==> src/hw/resampler_defines.svh <==
`ifndef RESAMPLER_DEFINES_SVH
`define RESAMPLER_DEFINES_SVH

// ==========================================================================
// Clock and timing
// ==========================================================================
`define CLK_SYS_MHZ        25
// Horizontal reset pulse width in ns, and its cycle count rounded up
`define LINE_RST_TIME_NS   4700
`define LINE_RST_CYC       ((`LINE_RST_TIME_NS * `CLK_SYS_MHZ + 999) / 1000)

// ==========================================================================
// Samples per nominal line at the single rate, and square-pixel counts
// ==========================================================================
`define NOM_SAMPLES_525    12'h038e
`define NOM_SAMPLES_625    12'h046f
`define SQ_PIXELS_525      12'h030c
`define SQ_PIXELS_625      12'h03b0

// ==========================================================================
// Format-select codes
// ==========================================================================
`define FMT_NTSC_M         3'h1
`define FMT_NTSC_JAPAN     3'h2
`define FMT_PAL_BDGHI      3'h3
`define FMT_PAL_M          3'h4
`define FMT_PAL_N          3'h5
`define FMT_SECAM          3'h6
`define FMT_PAL_N_COMB     3'h7

// ==========================================================================
// Crystal-select codes
// ==========================================================================
`define XTAL_FIRST         2'h1
`define XTAL_SECOND        2'h2

// ==========================================================================
// Subcarrier frequencies in kHz
// ==========================================================================
`define FSC_KHZ_358        13'h0dfc
`define FSC_KHZ_443        13'h114e
`define FSC_KHZ_4406       13'h1136
`define FSC_KHZ_4250       13'h109a

`endif

==> src/hw/resampler_pkg.sv <==
`include "resampler_defines.svh"

package resampler_pkg;

  // ========================================================================
  // Line-lock states, one-hot
  // ========================================================================
  typedef enum logic [3:0] {
    ST_HUNT    = 4'b0001,  // No sync seen yet
    ST_MEASURE = 4'b0010,  // First line, length only
    ST_RUN     = 4'b0100,  // Resampling
    ST_FLUSH   = 4'b1000   // Topping up a short line
  } lock_state_t;

  // ========================================================================
  // Decoded video standard
  // ========================================================================
  typedef struct packed {
    logic        lines_625;    // 625/50 when set, else 525/60
    logic        setup_zero;   // No pedestal
    logic [1:0]  xtal_expect;  // Crystal that suits the standard
    logic [12:0] fsc_khz;      // Main subcarrier
    logic [12:0] fsc_alt_khz;  // Second subcarrier (SECAM only)
  } std_info_t;

  // Format code to standard; unknown codes fall back to 525 lines
  function automatic std_info_t decode_std(input logic [2:0] fmt);
    std_info_t s;
    s = '{1'b0, 1'b0, `XTAL_FIRST, `FSC_KHZ_358, `FSC_KHZ_358};
    case (fmt)
      `FMT_NTSC_JAPAN: s.setup_zero = 1'b1;
      `FMT_PAL_M: begin
        // Single subcarrier, so the second one mirrors the main
        s.fsc_khz     = `FSC_KHZ_443;
        s.fsc_alt_khz = `FSC_KHZ_443;
      end
      `FMT_PAL_BDGHI, `FMT_PAL_N: begin
        s = '{1'b1, 1'b0, `XTAL_SECOND, `FSC_KHZ_443, `FSC_KHZ_443};
      end
      `FMT_SECAM: begin
        s = '{1'b1, 1'b0, `XTAL_SECOND, `FSC_KHZ_4406, `FSC_KHZ_4250};
      end
      `FMT_PAL_N_COMB: s.lines_625 = 1'b1;
      default: s.lines_625 = 1'b0;
    endcase
    return s;
  endfunction : decode_std

endpackage : resampler_pkg

==> src/hw/sample_if.sv <==
// ==========================================================================
// Single-rate sample stream between decimator and resampler
// ==========================================================================
interface sample_if #(parameter int W = 10);
  logic [W-1:0] data;   // Decimated sample
  logic         valid;  // One-cycle pulse per single-rate sample
  modport src (output data, output valid);
  modport snk (input data, input valid);
endinterface : sample_if

==> src/hw/half_rate_decimator.sv <==
// ==========================================================================
// Two-tap low-pass and decimate by two, plus the single-rate enable
// ==========================================================================
module half_rate_decimator #(
  parameter int W = 10
) (
  input  wire logic         clk_sys_i,
  input  wire logic         nrst_i,
  input  wire logic [W-1:0] raw_sample_i,
  output logic              single_rate_clk_o,
  sample_if.src             out
);

  logic         phase_q, phase_d;  // Divider phase
  logic [W-1:0] hold_q, hold_d;    // Even sample
  logic [W-1:0] avg_q, avg_d;      // Filtered output
  logic         vld_q, vld_d;      // Output strobe
  logic [W:0]   sum;               // Pair sum, one bit wider

  // Next-state: average each pair, strobe on the odd phase
  always_comb begin
    sum     = {1'b0, hold_q} + {1'b0, raw_sample_i};
    phase_d = ~phase_q;
    hold_d  = phase_q ? hold_q : raw_sample_i;
    avg_d   = phase_q ? sum[W:1] : avg_q;
    vld_d   = phase_q;
  end

  // Registers only
  always_ff @(posedge clk_sys_i) begin
    if (!nrst_i) begin
      phase_q <= 1'b0;
      hold_q  <= '0;
      avg_q   <= '0;
      vld_q   <= 1'b0;
    end else begin
      phase_q <= phase_d;
      hold_q  <= hold_d;
      avg_q   <= avg_d;
      vld_q   <= vld_d;
    end
  end

  assign out.data          = avg_q;
  assign out.valid         = vld_q;
  // Divided clock is the phase flop itself, so it is glitch free
  assign single_rate_clk_o = phase_q;
endmodule : half_rate_decimator

==> src/hw/line_locked_pixel_resampler.sv <==
`include "resampler_defines.svh"

module line_locked_pixel_resampler #(
  parameter int W  = 10,  // Sample width
  parameter int LW = 12   // Line and pixel count width
) (
  input  wire logic          clk_sys_i,
  input  wire logic          nrst_i,
  input  wire logic [W-1:0]  video_sample_i,
  input  wire logic          hsync_n_i,
  input  wire logic          subcarrier_lock_i,
  input  wire logic [2:0]    format_sel_i,
  input  wire logic [1:0]    crystal_source_select_i,
  input  wire logic [LW-1:0] pixel_target_i,
  output logic               single_rate_sample_clock_o,
  output logic               double_rate_crystal_clock_o,
  output logic [W-1:0]       pixel_o,
  output logic               pixel_valid_o,
  output logic               horizontal_line_reset_o,
  output logic               line_lock_o,
  output logic               lines_625_o,
  output logic               setup_zero_o,
  output logic [12:0]        fsc_khz_o,
  output logic [12:0]        fsc_alt_khz_o,
  output logic               crystal_mismatch_o,
  output logic [LW-1:0]      nominal_samples_o,
  output logic [LW-1:0]      line_length_o
);

  // ========================================================================
  // Decimator
  // ========================================================================
  sample_if #(.W(W)) smp ();  // Single-rate stream
  logic single_clk;           // Divided clock level

  half_rate_decimator #(.W(W)) u_decim (
    .clk_sys_i         (clk_sys_i),
    .nrst_i            (nrst_i),
    .raw_sample_i      (video_sample_i),
    .single_rate_clk_o (single_clk),
    .out               (smp.src)
  );

  localparam logic [7:0] HR_CYC = 8'(`LINE_RST_CYC);  // Reset pulse length

  // ========================================================================
  // State
  // ========================================================================
  resampler_pkg::lock_state_t state_q, state_d;  // Lock FSM
  resampler_pkg::std_info_t   std_q, std_d;      // Decoded standard
  logic [LW-1:0] cnt_q, cnt_d;       // Samples since last sync
  logic [LW-1:0] len_q, len_d;       // Measured line length
  logic [LW-1:0] acc_q, acc_d;       // Phase accumulator
  logic [LW-1:0] pix_q, pix_d;       // Pixels emitted this line
  logic [LW-1:0] tgt_q, tgt_d;       // Target latched per line
  logic [7:0]    hr_q, hr_d;         // Reset pulse counter
  logic [W-1:0]  pixel_q, pixel_d;   // Output pixel
  logic          pv_q, pv_d;         // Output strobe
  logic          hs_q, hs_d;         // Previous sync level
  logic          pend_q, pend_d;     // Sync edge awaiting a tick
  logic          lock_q, lock_d;     // Lock indication
  logic          mism_q, mism_d;     // Crystal does not suit format
  logic          dbl_q;              // Double-rate strobe, high after reset
  logic          evt;                // Sync edge on a single-rate tick
  logic [LW-1:0] nom;                // Nominal samples for the standard
  logic [LW-1:0] tgt_in;             // Requested pixel count
  logic [LW-1:0] max_len;            // Line length that means sync is lost
  logic [LW:0]   step;               // Accumulator plus target

  // ========================================================================
  // Helpers
  // ========================================================================
  // Target loaded for a fresh output line
  function automatic logic [LW-1:0] pick_target(input logic [LW-1:0] req,
                                                input logic           l625);
    // Zero asks for square pixels of the standard
    if (req != '0)
      return req;
    return l625 ? LW'(`SQ_PIXELS_625) : LW'(`SQ_PIXELS_525);
  endfunction : pick_target

  // ========================================================================
  // Standard, lock and sync edge
  // ========================================================================
  always_comb begin
    std_d   = resampler_pkg::decode_std(format_sel_i);
    mism_d  = crystal_source_select_i != std_q.xtal_expect;
    nom     = std_q.lines_625 ? LW'(`NOM_SAMPLES_625) : LW'(`NOM_SAMPLES_525);
    max_len = LW'({nom, 1'b0});
    tgt_in  = pick_target(pixel_target_i, std_q.lines_625);
    hs_d    = hsync_n_i;
    // Sliced sync falls at its midpoint; an edge between ticks waits
    evt     = smp.valid & (pend_q | (hs_q & ~hsync_n_i));
    // A tick uses the edge at once; keeping it pending would fire twice
    pend_d  = ~smp.valid & (pend_q | (hs_q & ~hsync_n_i));
    lock_d  = subcarrier_lock_i &
              ((state_q == resampler_pkg::ST_RUN) | (state_q == resampler_pkg::ST_FLUSH));
  end

  // ========================================================================
  // Line lock and resampling
  // ========================================================================
  // Bresenham stepping: add the target each input sample, emit and
  // subtract the length on overflow. The length is last line's, so a
  // shorter line leaves a few pixels owed; FLUSH pays them before the
  // next line starts, trading a little reset jitter for an exact count.
  always_comb begin
    state_d = state_q;
    cnt_d   = cnt_q;
    len_d   = len_q;
    acc_d   = acc_q;
    pix_d   = pix_q;
    tgt_d   = tgt_q;
    pixel_d = pixel_q;
    pv_d    = 1'b0;
    hr_d    = (hr_q != '0) ? hr_q - 8'h01 : hr_q;
    step    = {1'b0, acc_q} + {1'b0, tgt_q};
    if (smp.valid && cnt_q != '1)
      cnt_d = cnt_q + LW'(1);
    case (state_q)
      resampler_pkg::ST_HUNT: begin
        if (evt) begin
          cnt_d   = LW'(1);
          state_d = resampler_pkg::ST_MEASURE;
        end
      end
      resampler_pkg::ST_MEASURE: begin
        if (evt) begin
          len_d   = cnt_q;
          cnt_d   = LW'(1);
          acc_d   = '0;
          pix_d   = '0;
          tgt_d   = tgt_in;
          hr_d    = HR_CYC;
          state_d = resampler_pkg::ST_RUN;
        end else if (cnt_q >= max_len) begin
          state_d = resampler_pkg::ST_HUNT;
        end
      end
      resampler_pkg::ST_RUN: begin
        if (evt) begin
          len_d = cnt_q;
          cnt_d = LW'(1);
          if (pix_q < tgt_q) begin
            state_d = resampler_pkg::ST_FLUSH;
          end else begin
            acc_d = '0;
            pix_d = '0;
            tgt_d = tgt_in;
            hr_d  = HR_CYC;
          end
        end else if (cnt_q >= max_len) begin
          state_d = resampler_pkg::ST_HUNT;
        end else if (smp.valid && pix_q < tgt_q) begin
          // More samples than pixels, so at most one pixel per sample
          if (step >= {1'b0, len_q}) begin
            acc_d   = LW'(step - {1'b0, len_q});
            pix_d   = pix_q + LW'(1);
            pixel_d = smp.data;
            pv_d    = 1'b1;
          end else begin
            acc_d = LW'(step);
          end
        end
      end
      resampler_pkg::ST_FLUSH: begin
        if (evt) begin
          state_d = resampler_pkg::ST_HUNT;  // Second sync mid-flush: relock
        end else if (smp.valid) begin
          pix_d = pix_q + LW'(1);
          pv_d  = 1'b1;                      // Repeats the last pixel
          if (pix_q + LW'(1) >= tgt_q) begin
            acc_d   = '0;
            pix_d   = '0;
            tgt_d   = tgt_in;
            hr_d    = HR_CYC;
            state_d = resampler_pkg::ST_RUN;
          end
        end
      end
      default: state_d = resampler_pkg::ST_HUNT;
    endcase
  end

  // Registers only
  always_ff @(posedge clk_sys_i) begin
    if (!nrst_i) begin
      state_q <= resampler_pkg::ST_HUNT;
      std_q   <= '0;
      cnt_q   <= '0;
      len_q   <= '0;
      acc_q   <= '0;
      pix_q   <= '0;
      tgt_q   <= '0;
      hr_q    <= '0;
      pixel_q <= '0;
      pv_q    <= 1'b0;
      hs_q    <= 1'b1;
      pend_q  <= 1'b0;
      lock_q  <= 1'b0;
      mism_q  <= 1'b0;
      dbl_q   <= 1'b0;
    end else begin
      state_q <= state_d;
      std_q   <= std_d;
      cnt_q   <= cnt_d;
      len_q   <= len_d;
      acc_q   <= acc_d;
      pix_q   <= pix_d;
      tgt_q   <= tgt_d;
      hr_q    <= hr_d;
      pixel_q <= pixel_d;
      pv_q    <= pv_d;
      hs_q    <= hs_d;
      pend_q  <= pend_d;
      lock_q  <= lock_d;
      mism_q  <= mism_d;
      dbl_q   <= 1'b1;
    end
  end

  // ========================================================================
  // Outputs
  // ========================================================================
  assign single_rate_sample_clock_o  = single_clk;
  assign double_rate_crystal_clock_o = dbl_q;
  assign pixel_o                     = pixel_q;
  assign pixel_valid_o               = pv_q;
  assign horizontal_line_reset_o     = hr_q != '0;
  assign line_lock_o                 = lock_q;
  assign lines_625_o                 = std_q.lines_625;
  assign setup_zero_o                = std_q.setup_zero;
  assign fsc_khz_o                   = std_q.fsc_khz;
  assign fsc_alt_khz_o               = std_q.fsc_alt_khz;
  assign crystal_mismatch_o          = mism_q;
  assign nominal_samples_o           = nom;
  assign line_length_o               = len_q;
endmodule : line_locked_pixel_resampler

==> config.mk <==
export PLATFORM = sky130hd
export DESIGN_NAME = line_locked_pixel_resampler
export DESIGN_NICKNAME = d
export VERILOG_FILES = /design/src/hw/resampler_pkg.sv /design/src/hw/sample_if.sv /design/src/hw/half_rate_decimator.sv /design/src/hw/line_locked_pixel_resampler.sv
export VERILOG_INCLUDE_DIRS = /design/src /design/src/hw
export SDC_FILE = /design/constraint.sdc
export NUM_CORES = 1
export LEC_CHECK = 0
export BUFFER_PORTS_ARGS = -buffer_cell sky130_fd_sc_hd__buf_2
export CORE_MARGIN = 1.5
export CORE_UTILIZATION = 45
export DETAILED_ROUTE_END_ITERATION = 12
export HOLD_SLACK_MARGIN = 0.06
export PLACE_DENSITY = 0.76
export SYNTH_ARGS = -nofsm -noshare
export SYNTH_HDL_FRONTEND = slang
export SYNTH_SLANG_ARGS = --single-unit
==> constraint.sdc <==
create_clock -name clk_sys_i -period 5.4 [get_ports clk_sys_i]
set_input_delay 1.08 -clock clk_sys_i [delete_from_list [all_inputs] [get_ports clk_sys_i]]
set_output_delay 1.08 -clock clk_sys_i [all_outputs]
set_load 0.005 [all_outputs]
; Yosys cells after proc, flatten, opt, wreduce, memory -nomap -nowiden
; Index checks and enable logic that the tools add are counted.
[op_classes]
order_cmp = 4
n_reduce_logical = 16
eq_ne = 26
muxes = 62
n_addsub = 6
n_bitwise = 11
[op_table]
columns = op, n
row1 = $mux 12, 27
row2 = $pmux 12 s3, 3
row3 = $mux 8, 8
row4 = $pmux 26 s2, 1
row5 = $mux 4, 8
row6 = $add 12x1->12 const B, 2
row7 = $ge 12x12->1, 2
row8 = $pmux 8 s3, 1
row9 = $pmux 4 s4, 1
row10 = $reduce_and 8->1, 2
row11 = $ne 3x2->1 const B, 5
row12 = $add 12x12->13, 1
row13 = $ge 13x12->1, 1
row14 = $eq 3x3->1 const B, 4
row15 = $lt 12x12->1, 1
row16 = $ne 12x12->1 const B, 1
row17 = $reduce_bool 12->1, 1
row18 = $sub 12x12->12, 1
row19 = $add 10x10->11, 1
row20 = $mux 11, 1
row21 = $mux 1, 10
row22 = $ne 2x2->1 const B, 5
row23 = $reduce_or 3->1, 3
row24 = $reduce_bool 8->1, 1
row25 = other kinds (22), 34
[totals]
in_bits = 31
regBits = 140
wordCells = 148
output_inout_bits = 68

; Logic depth before layout (Yosys ltp)
[logic_depth]
word_depth = 7
mapped_depth = 19
ltp_nobuf = 17

; Cells and area by module
; Synthesis repeated with hierarchy kept, for this count alone.
[hier_totals]
cells_unflattened = 928
hier_area_um2 = 7816.2
[modules_own_cells]
columns = mod, instances, area_each_um2, cells_per_inst, seq_area_each_um2
row1 = line_locked_pixel_resampler, 1, 6630.1, 803, 1941.9
row2 = half_rate_decimator, 1, 1186.1, 125, 440.4

; Worst setup path before layout
; Ideal clock, no wire load.
[synth_timing]
path_type = reg2reg
start = register acc_q[1]
end = register pix_q[3]
synth_period_minus_slack_ns = 3.987
arrival_time_ns = 3.917
path_buffers = 1
slack_ns = 1.413
t_required_ns = 5.330
setup_ns = 0.070
path_stages_with_launch = 18
path_cell_list = dfxtp_1 -> ha_1 -> a211oi_1 -> o21ai_0 -> a31oi_1 -> o21bai_1 -> a21o_1 -> mux2i_1 -> or2_2 -> ha_1 -> nand4_1 -> or3_4 -> nand2_1 -> and4bb_1 -> or3_1 -> buf_2 -> or4_1 -> a21oi_1
[synth_via]
elab_chain_len = 4
[synth_lines]
columns = item, line_no
row1 = from (decl), line_locked_pixel_resampler.sv:53  ; logic [LW-1:0] acc_q, acc_d;
row2 = from (signal assigned), line_locked_pixel_resampler.sv:192  ; acc_q <= '0;
row3 = from (signal assigned), line_locked_pixel_resampler.sv:208  ; acc_q <= acc_d;
row4 = $add 12x12->13, line_locked_pixel_resampler.sv:117  ; step = {1'b0, acc_q} + {1'b0, tgt_q};
row5 = $ge 13x12->1, line_locked_pixel_resampler.sv:156  ; if (step >= {1'b0, len_q}) begin
row6 = $ne 3x2->1 (no line), --
row7 = $reduce_and 8->1 (no line), --
row8 = to (signal assigned), line_locked_pixel_resampler.sv:209  ; pix_q <= pix_d;
row9 = to (decl), line_locked_pixel_resampler.sv:54  ; logic [LW-1:0] pix_q, pix_d;
; Every way passes these cells.
; A chain may end at the register's enable or synchronous reset.

; Final worst setup path
[layout_timing]
start = register tgt_q[1]
end = register pixel_q[1], in the netlist pixel_o[1]
[layout_via]
elab_chain_len = 3
word_cells_on_any_way = 5
cone_classes = add/sub: 1 / order compare: 2 / reduce/logical: 2
[layout_lines]
columns = item, line_no
row1 = from (decl), line_locked_pixel_resampler.sv:55  ; logic [LW-1:0] tgt_q, tgt_d;
row2 = from (signal assigned), line_locked_pixel_resampler.sv:210  ; tgt_q <= tgt_d;
row3 = $add 12x12->13 or $lt 12x12->1 (tied branches), "line_locked_pixel_resampler.sv:117, line_locked_pixel_resampler.sv:154"
row4 = $ge 13x12->1 or $logic_and 1x1->1 (tied branches), "line_locked_pixel_resampler.sv:156, line_locked_pixel_resampler.sv:154"
row5 = $reduce_and 5->1 (no line) (*), --
row6 = to (signal assigned), line_locked_pixel_resampler.sv:212  ; pixel_q <= pixel_d;
row7 = to (decl), line_locked_pixel_resampler.sv:57  ; logic [W-1:0] pixel_q, pixel_d;
; Every way passes the cells marked *; elsewhere a longest branch is shown, timed or not.

==> run_results.csv <==
group,metric,value,unit
run_status,status,"complete, no violations",
detailed_routing,detail-route-antenna-nets,0,
pwr,swShare,23.1,%
synthesis,synth-simple-area-share,19.1,%
die,fp.dieH,131,um
timing,fin_skew,13.1,ps
worst_hold_path,hp-class,"flop to flop",
clock_network,worstSkewPairLatency,420,ps
layout,syn2layout_area_growth,14.2,%
pwr,p_clk_share,51.0,%
synthesis,synth.most_common_cell,"dfxtp_1",
pwr,internal-power,1.93,mW
global_route,grt_max_degree,56,
clock_network,post_cts_buffers,0,
layout,utilization,52.6,%
synthesis,synth_top_area_share,32.6,%
worst_setup_path,critPathKind,"flop to flop",
synthesis,synth_edf_count,0,
synthesis,synthMuxAreaShare,4.38,%
die,boundaryPins,99,
timing,relSlewSlack,34.8,%
placement,place_congestion,0.885,
clock_network,clk_path_buf_depth,2,
clock_network,cts_hold_buf,0,
timing,setup_tns,0,ps
layout,drive_above_1_share,14.0,%
layout,n_antenna_cell,0,
global_route,grt_pass1_wl,27700,um
worst_setup_path,crit_buf_inv,0,
detailed_routing,firstDrtPassIters,5,
timing,finalSetupViolCount,0,
synthesis,synth_compound_area_share,17.4,%
global_route,antenna_found_initial,0,
synthesis,yosys_warnings,0,
timing,rsz0062_at_grt,"no",
global_route,track_usage,20.7,%
detailed_routing,vias,6180,
worst_setup_path,critPathLaunchType,"flop",
worst_setup_path,cpPeakStageDelay,780,ps
worst_setup_path,cp.required,5670,ps
pwr,power.switching,0.579,mW
synthesis,async_flop_share,0,%
synthesis,synth-main-ff-cell,"dfxtp_1",
synthesis,syn_inst,878,
clock_network,clk_pin_slew,50,ps
synthesis,synth_cell_types,62,
synthesis,synth_top_family_by_area,"simple AND/OR/NAND/NOR gates",
pwr,ir_drop,0.226,mV
placement,io_buffers,89,
die,rows,46,
synthesis,synth_fa_ha_area_share,12.3,%
pwr,p_leak,3.79,nW
timing,worstMarginPinSlew,966,ps
pwr,powerDensity,300,nW/um^2
clock_network,cts_buffers,17,
timing,fmax,209,MHz
clock_network,cts.sinks,119,
placement,place_hpwl,12200,um
worst_setup_path,arrival,5050,ps
detailed_routing,vias_per_cell,5.35,
global_route,grt_pass1_vias,5611,
worst_setup_path,crit_fanout,21,
timing,maxSlewViolCount,0,
job,maxCapViolations,0,
clock_network,htreeDepth,4,
layout,nFillCells,1510,
synthesis,synth_top_area_cell,"dfxtp_1",
die,core,15900,sq um
timing,finalCriticalPeriod,4790,ps
pwr,p_seq_share,38.2,%
timing,finalHoldViolCount,0,
layout,final_nets,1027,
die,start_util,46.1,%
detailed_routing,drt_iter0_markers,469,
worst_setup_path,crit_path_top_delay_cell,"a41oi_1",
die,die_w,131,um
clock_network,root_buffer,"clkbuf_16",
synthesis,ys_ff_latch,119,
pwr,p_comb_share,10.8,%
synthesis,synth.cell_area,7320,sq um
synthesis,synth_area_leaders,"dfxtp_1, ha_1, nor2_1",
synthesis,synth_area_per_cell,8.34,sq um
timing,holdWs,455,ps
clock_network,cts_tree,"built",
worst_setup_path,cp_top_family,"compound AO/OA/AOI/OAI gates",
detailed_routing,wl_per_cell,14.8,um
timing,timing.final.crit_share,88.6,%
synthesis,synthXorXnorAreaFrac,6.22,%
detailed_routing,finalWirelength,17000,um
global_route,grt.overflow.total,0,
die,dieArea,17000,sq um
detailed_routing,drc,0,
clock_network,cts-resized-gates,0,
worst_setup_path,path_cells,"ha_1 > a211oi_1 > o21ai_0 > a31oi_1 > o21bai_1 > a21o_1 > mux2i_1 > or2_2 > ha_1 > nand4_1 > or3_4 > a41oi_1 > and4_1 > o21ai_0",
synthesis,ys_seq_area_share,32.6,%
worst_setup_path,end_kind,"flop",
synthesis,synth_commonest_cells,"dfxtp_1, nor2_1, ha_1, o21ai_0, a21oi_1",
[power by group through the flow]
| stage | Combinational (mW) | Clock [mW] | Sequential (mW) |
|---|---|---|---|
| 2_1_floorplan | 0.223 | 0 | 0.966 |
| 3_3_place_gp | 0.263 | 0 | 0.975 |
| 3_5_place_dp | 0.269 | 0 | 0.977 |
| 4_1_cts | 0.275 | 1.30 | 0.959 |
| 5_1_grt | 0.311 | 1.33 | 0.966 |
| 6_report | 0.271 | 1.28 | 0.960 |
[metal layers]
layer | up-vias | wire length, um | GRT usage [%]
li1 | 3166 | - | -
met1 | 2864 | 8030 | 28.0
met2 | 123 | 8090 | 33.3
met3 | 27 | 602 | 3.87
met4 | 0 | 325 | 7.11
met5 | - | 0 | 0
[metrics by stage]
stage | std cells | power [mW] | cell area (sq um) | worst slack, ps
floorplan | 885 | 1.19 | 7340 | 1410
global placement | 1123 | 1.24 | 7690 | 843
detailed placement | 1123 | 1.25 | 7690 | 661
CTS | 1155 | 2.53 | 8360 | 619
global route | 1155 | 2.61 | 8360 | 182
finish | 1155 | 2.51 | 8360 | 615
[registers in the layout, summed over array words and instances (netlist names), 10 cells and up]
name / cells
cnt_q: 12
pixel_o: 10
acc_q: 12
u_decim.hold_q: 10
pix_q: 12
u_decim.out.data: 10
line_length_o: 12
tgt_q: 12
[worst min-delay path: cells and delay by family, from the launching register on]
kind            cells  cell delay, ps
flops               1             310
simple gates        1              50
compound gates      1              50
[logic make-up after synthesis]
| kind of cell | Yosys count |
|---|---|
| muxes | 32 |
| adders and majority gates | 70 |
| AOI/OAI and AO/OA | 204 |
| other | 2 |
| DFF | 119 |
| and+or+nand+nor | 281 |
| xor gates and xnor gates | 52 |
| buffers and inverters | 118 |
[area by class of cell]
| type | count | area, sq um | area share, % |
|---|---|---|---|
| flip-flops and latches | 119 | 2380 | 28.5 |
| inverters | 46 | 173 | 2.07 |
| clock inverters | 8 | 193 | 2.31 |
| repair buffers | 94 | 483 | 5.78 |
| multi-input cells | 648 | 4380 | 52.5 |
| clock buffers | 24 | 472 | 5.65 |
| well taps | 216 | 270 | 3.23 |
[cell usage in the layout, fill, tap and decap left out, types with 5 or more instances in the layout]
master and n:
buf_2 89, nand2_1 54, nand4_1 10, clkbuf_1 5
mux2i_1 32, nor2_1 88, clkbuf_16 17, ha_1 67
and3_1 7, xnor2_1 26, a22oi_1 10, nand2b_1 11
nor3_1 17, nand4b_1 7, o21ai_0 61, and2_1 8
o21a_1 7, nand3_1 34, a21o_1 11, nor2b_1 10
inv_1 44, a211oi_1 11, conb_1 9, dfxtp_1 119
a21oi_1 57, bufinv_16 6, buf_4 5, nor4_1 6
a31oi_1 9, xor2_1 26, or3_1 6, nand3b_1 7
[path summary, 6_finish.rpt]
path	startpoint	end	slack (ps)	depth (start not counted)
worst max-delay path	tgt_q[1]	pixel_o[1]	610	14
worst min-delay path	pixel_o[2]	pixel_o[2]	460	2
worst max register to register	tgt_q[1]	pixel_o[1]	610	14
worst min register to register	pixel_o[2]	pixel_o[2]	460	2
(Power assumes the default switching activity.)
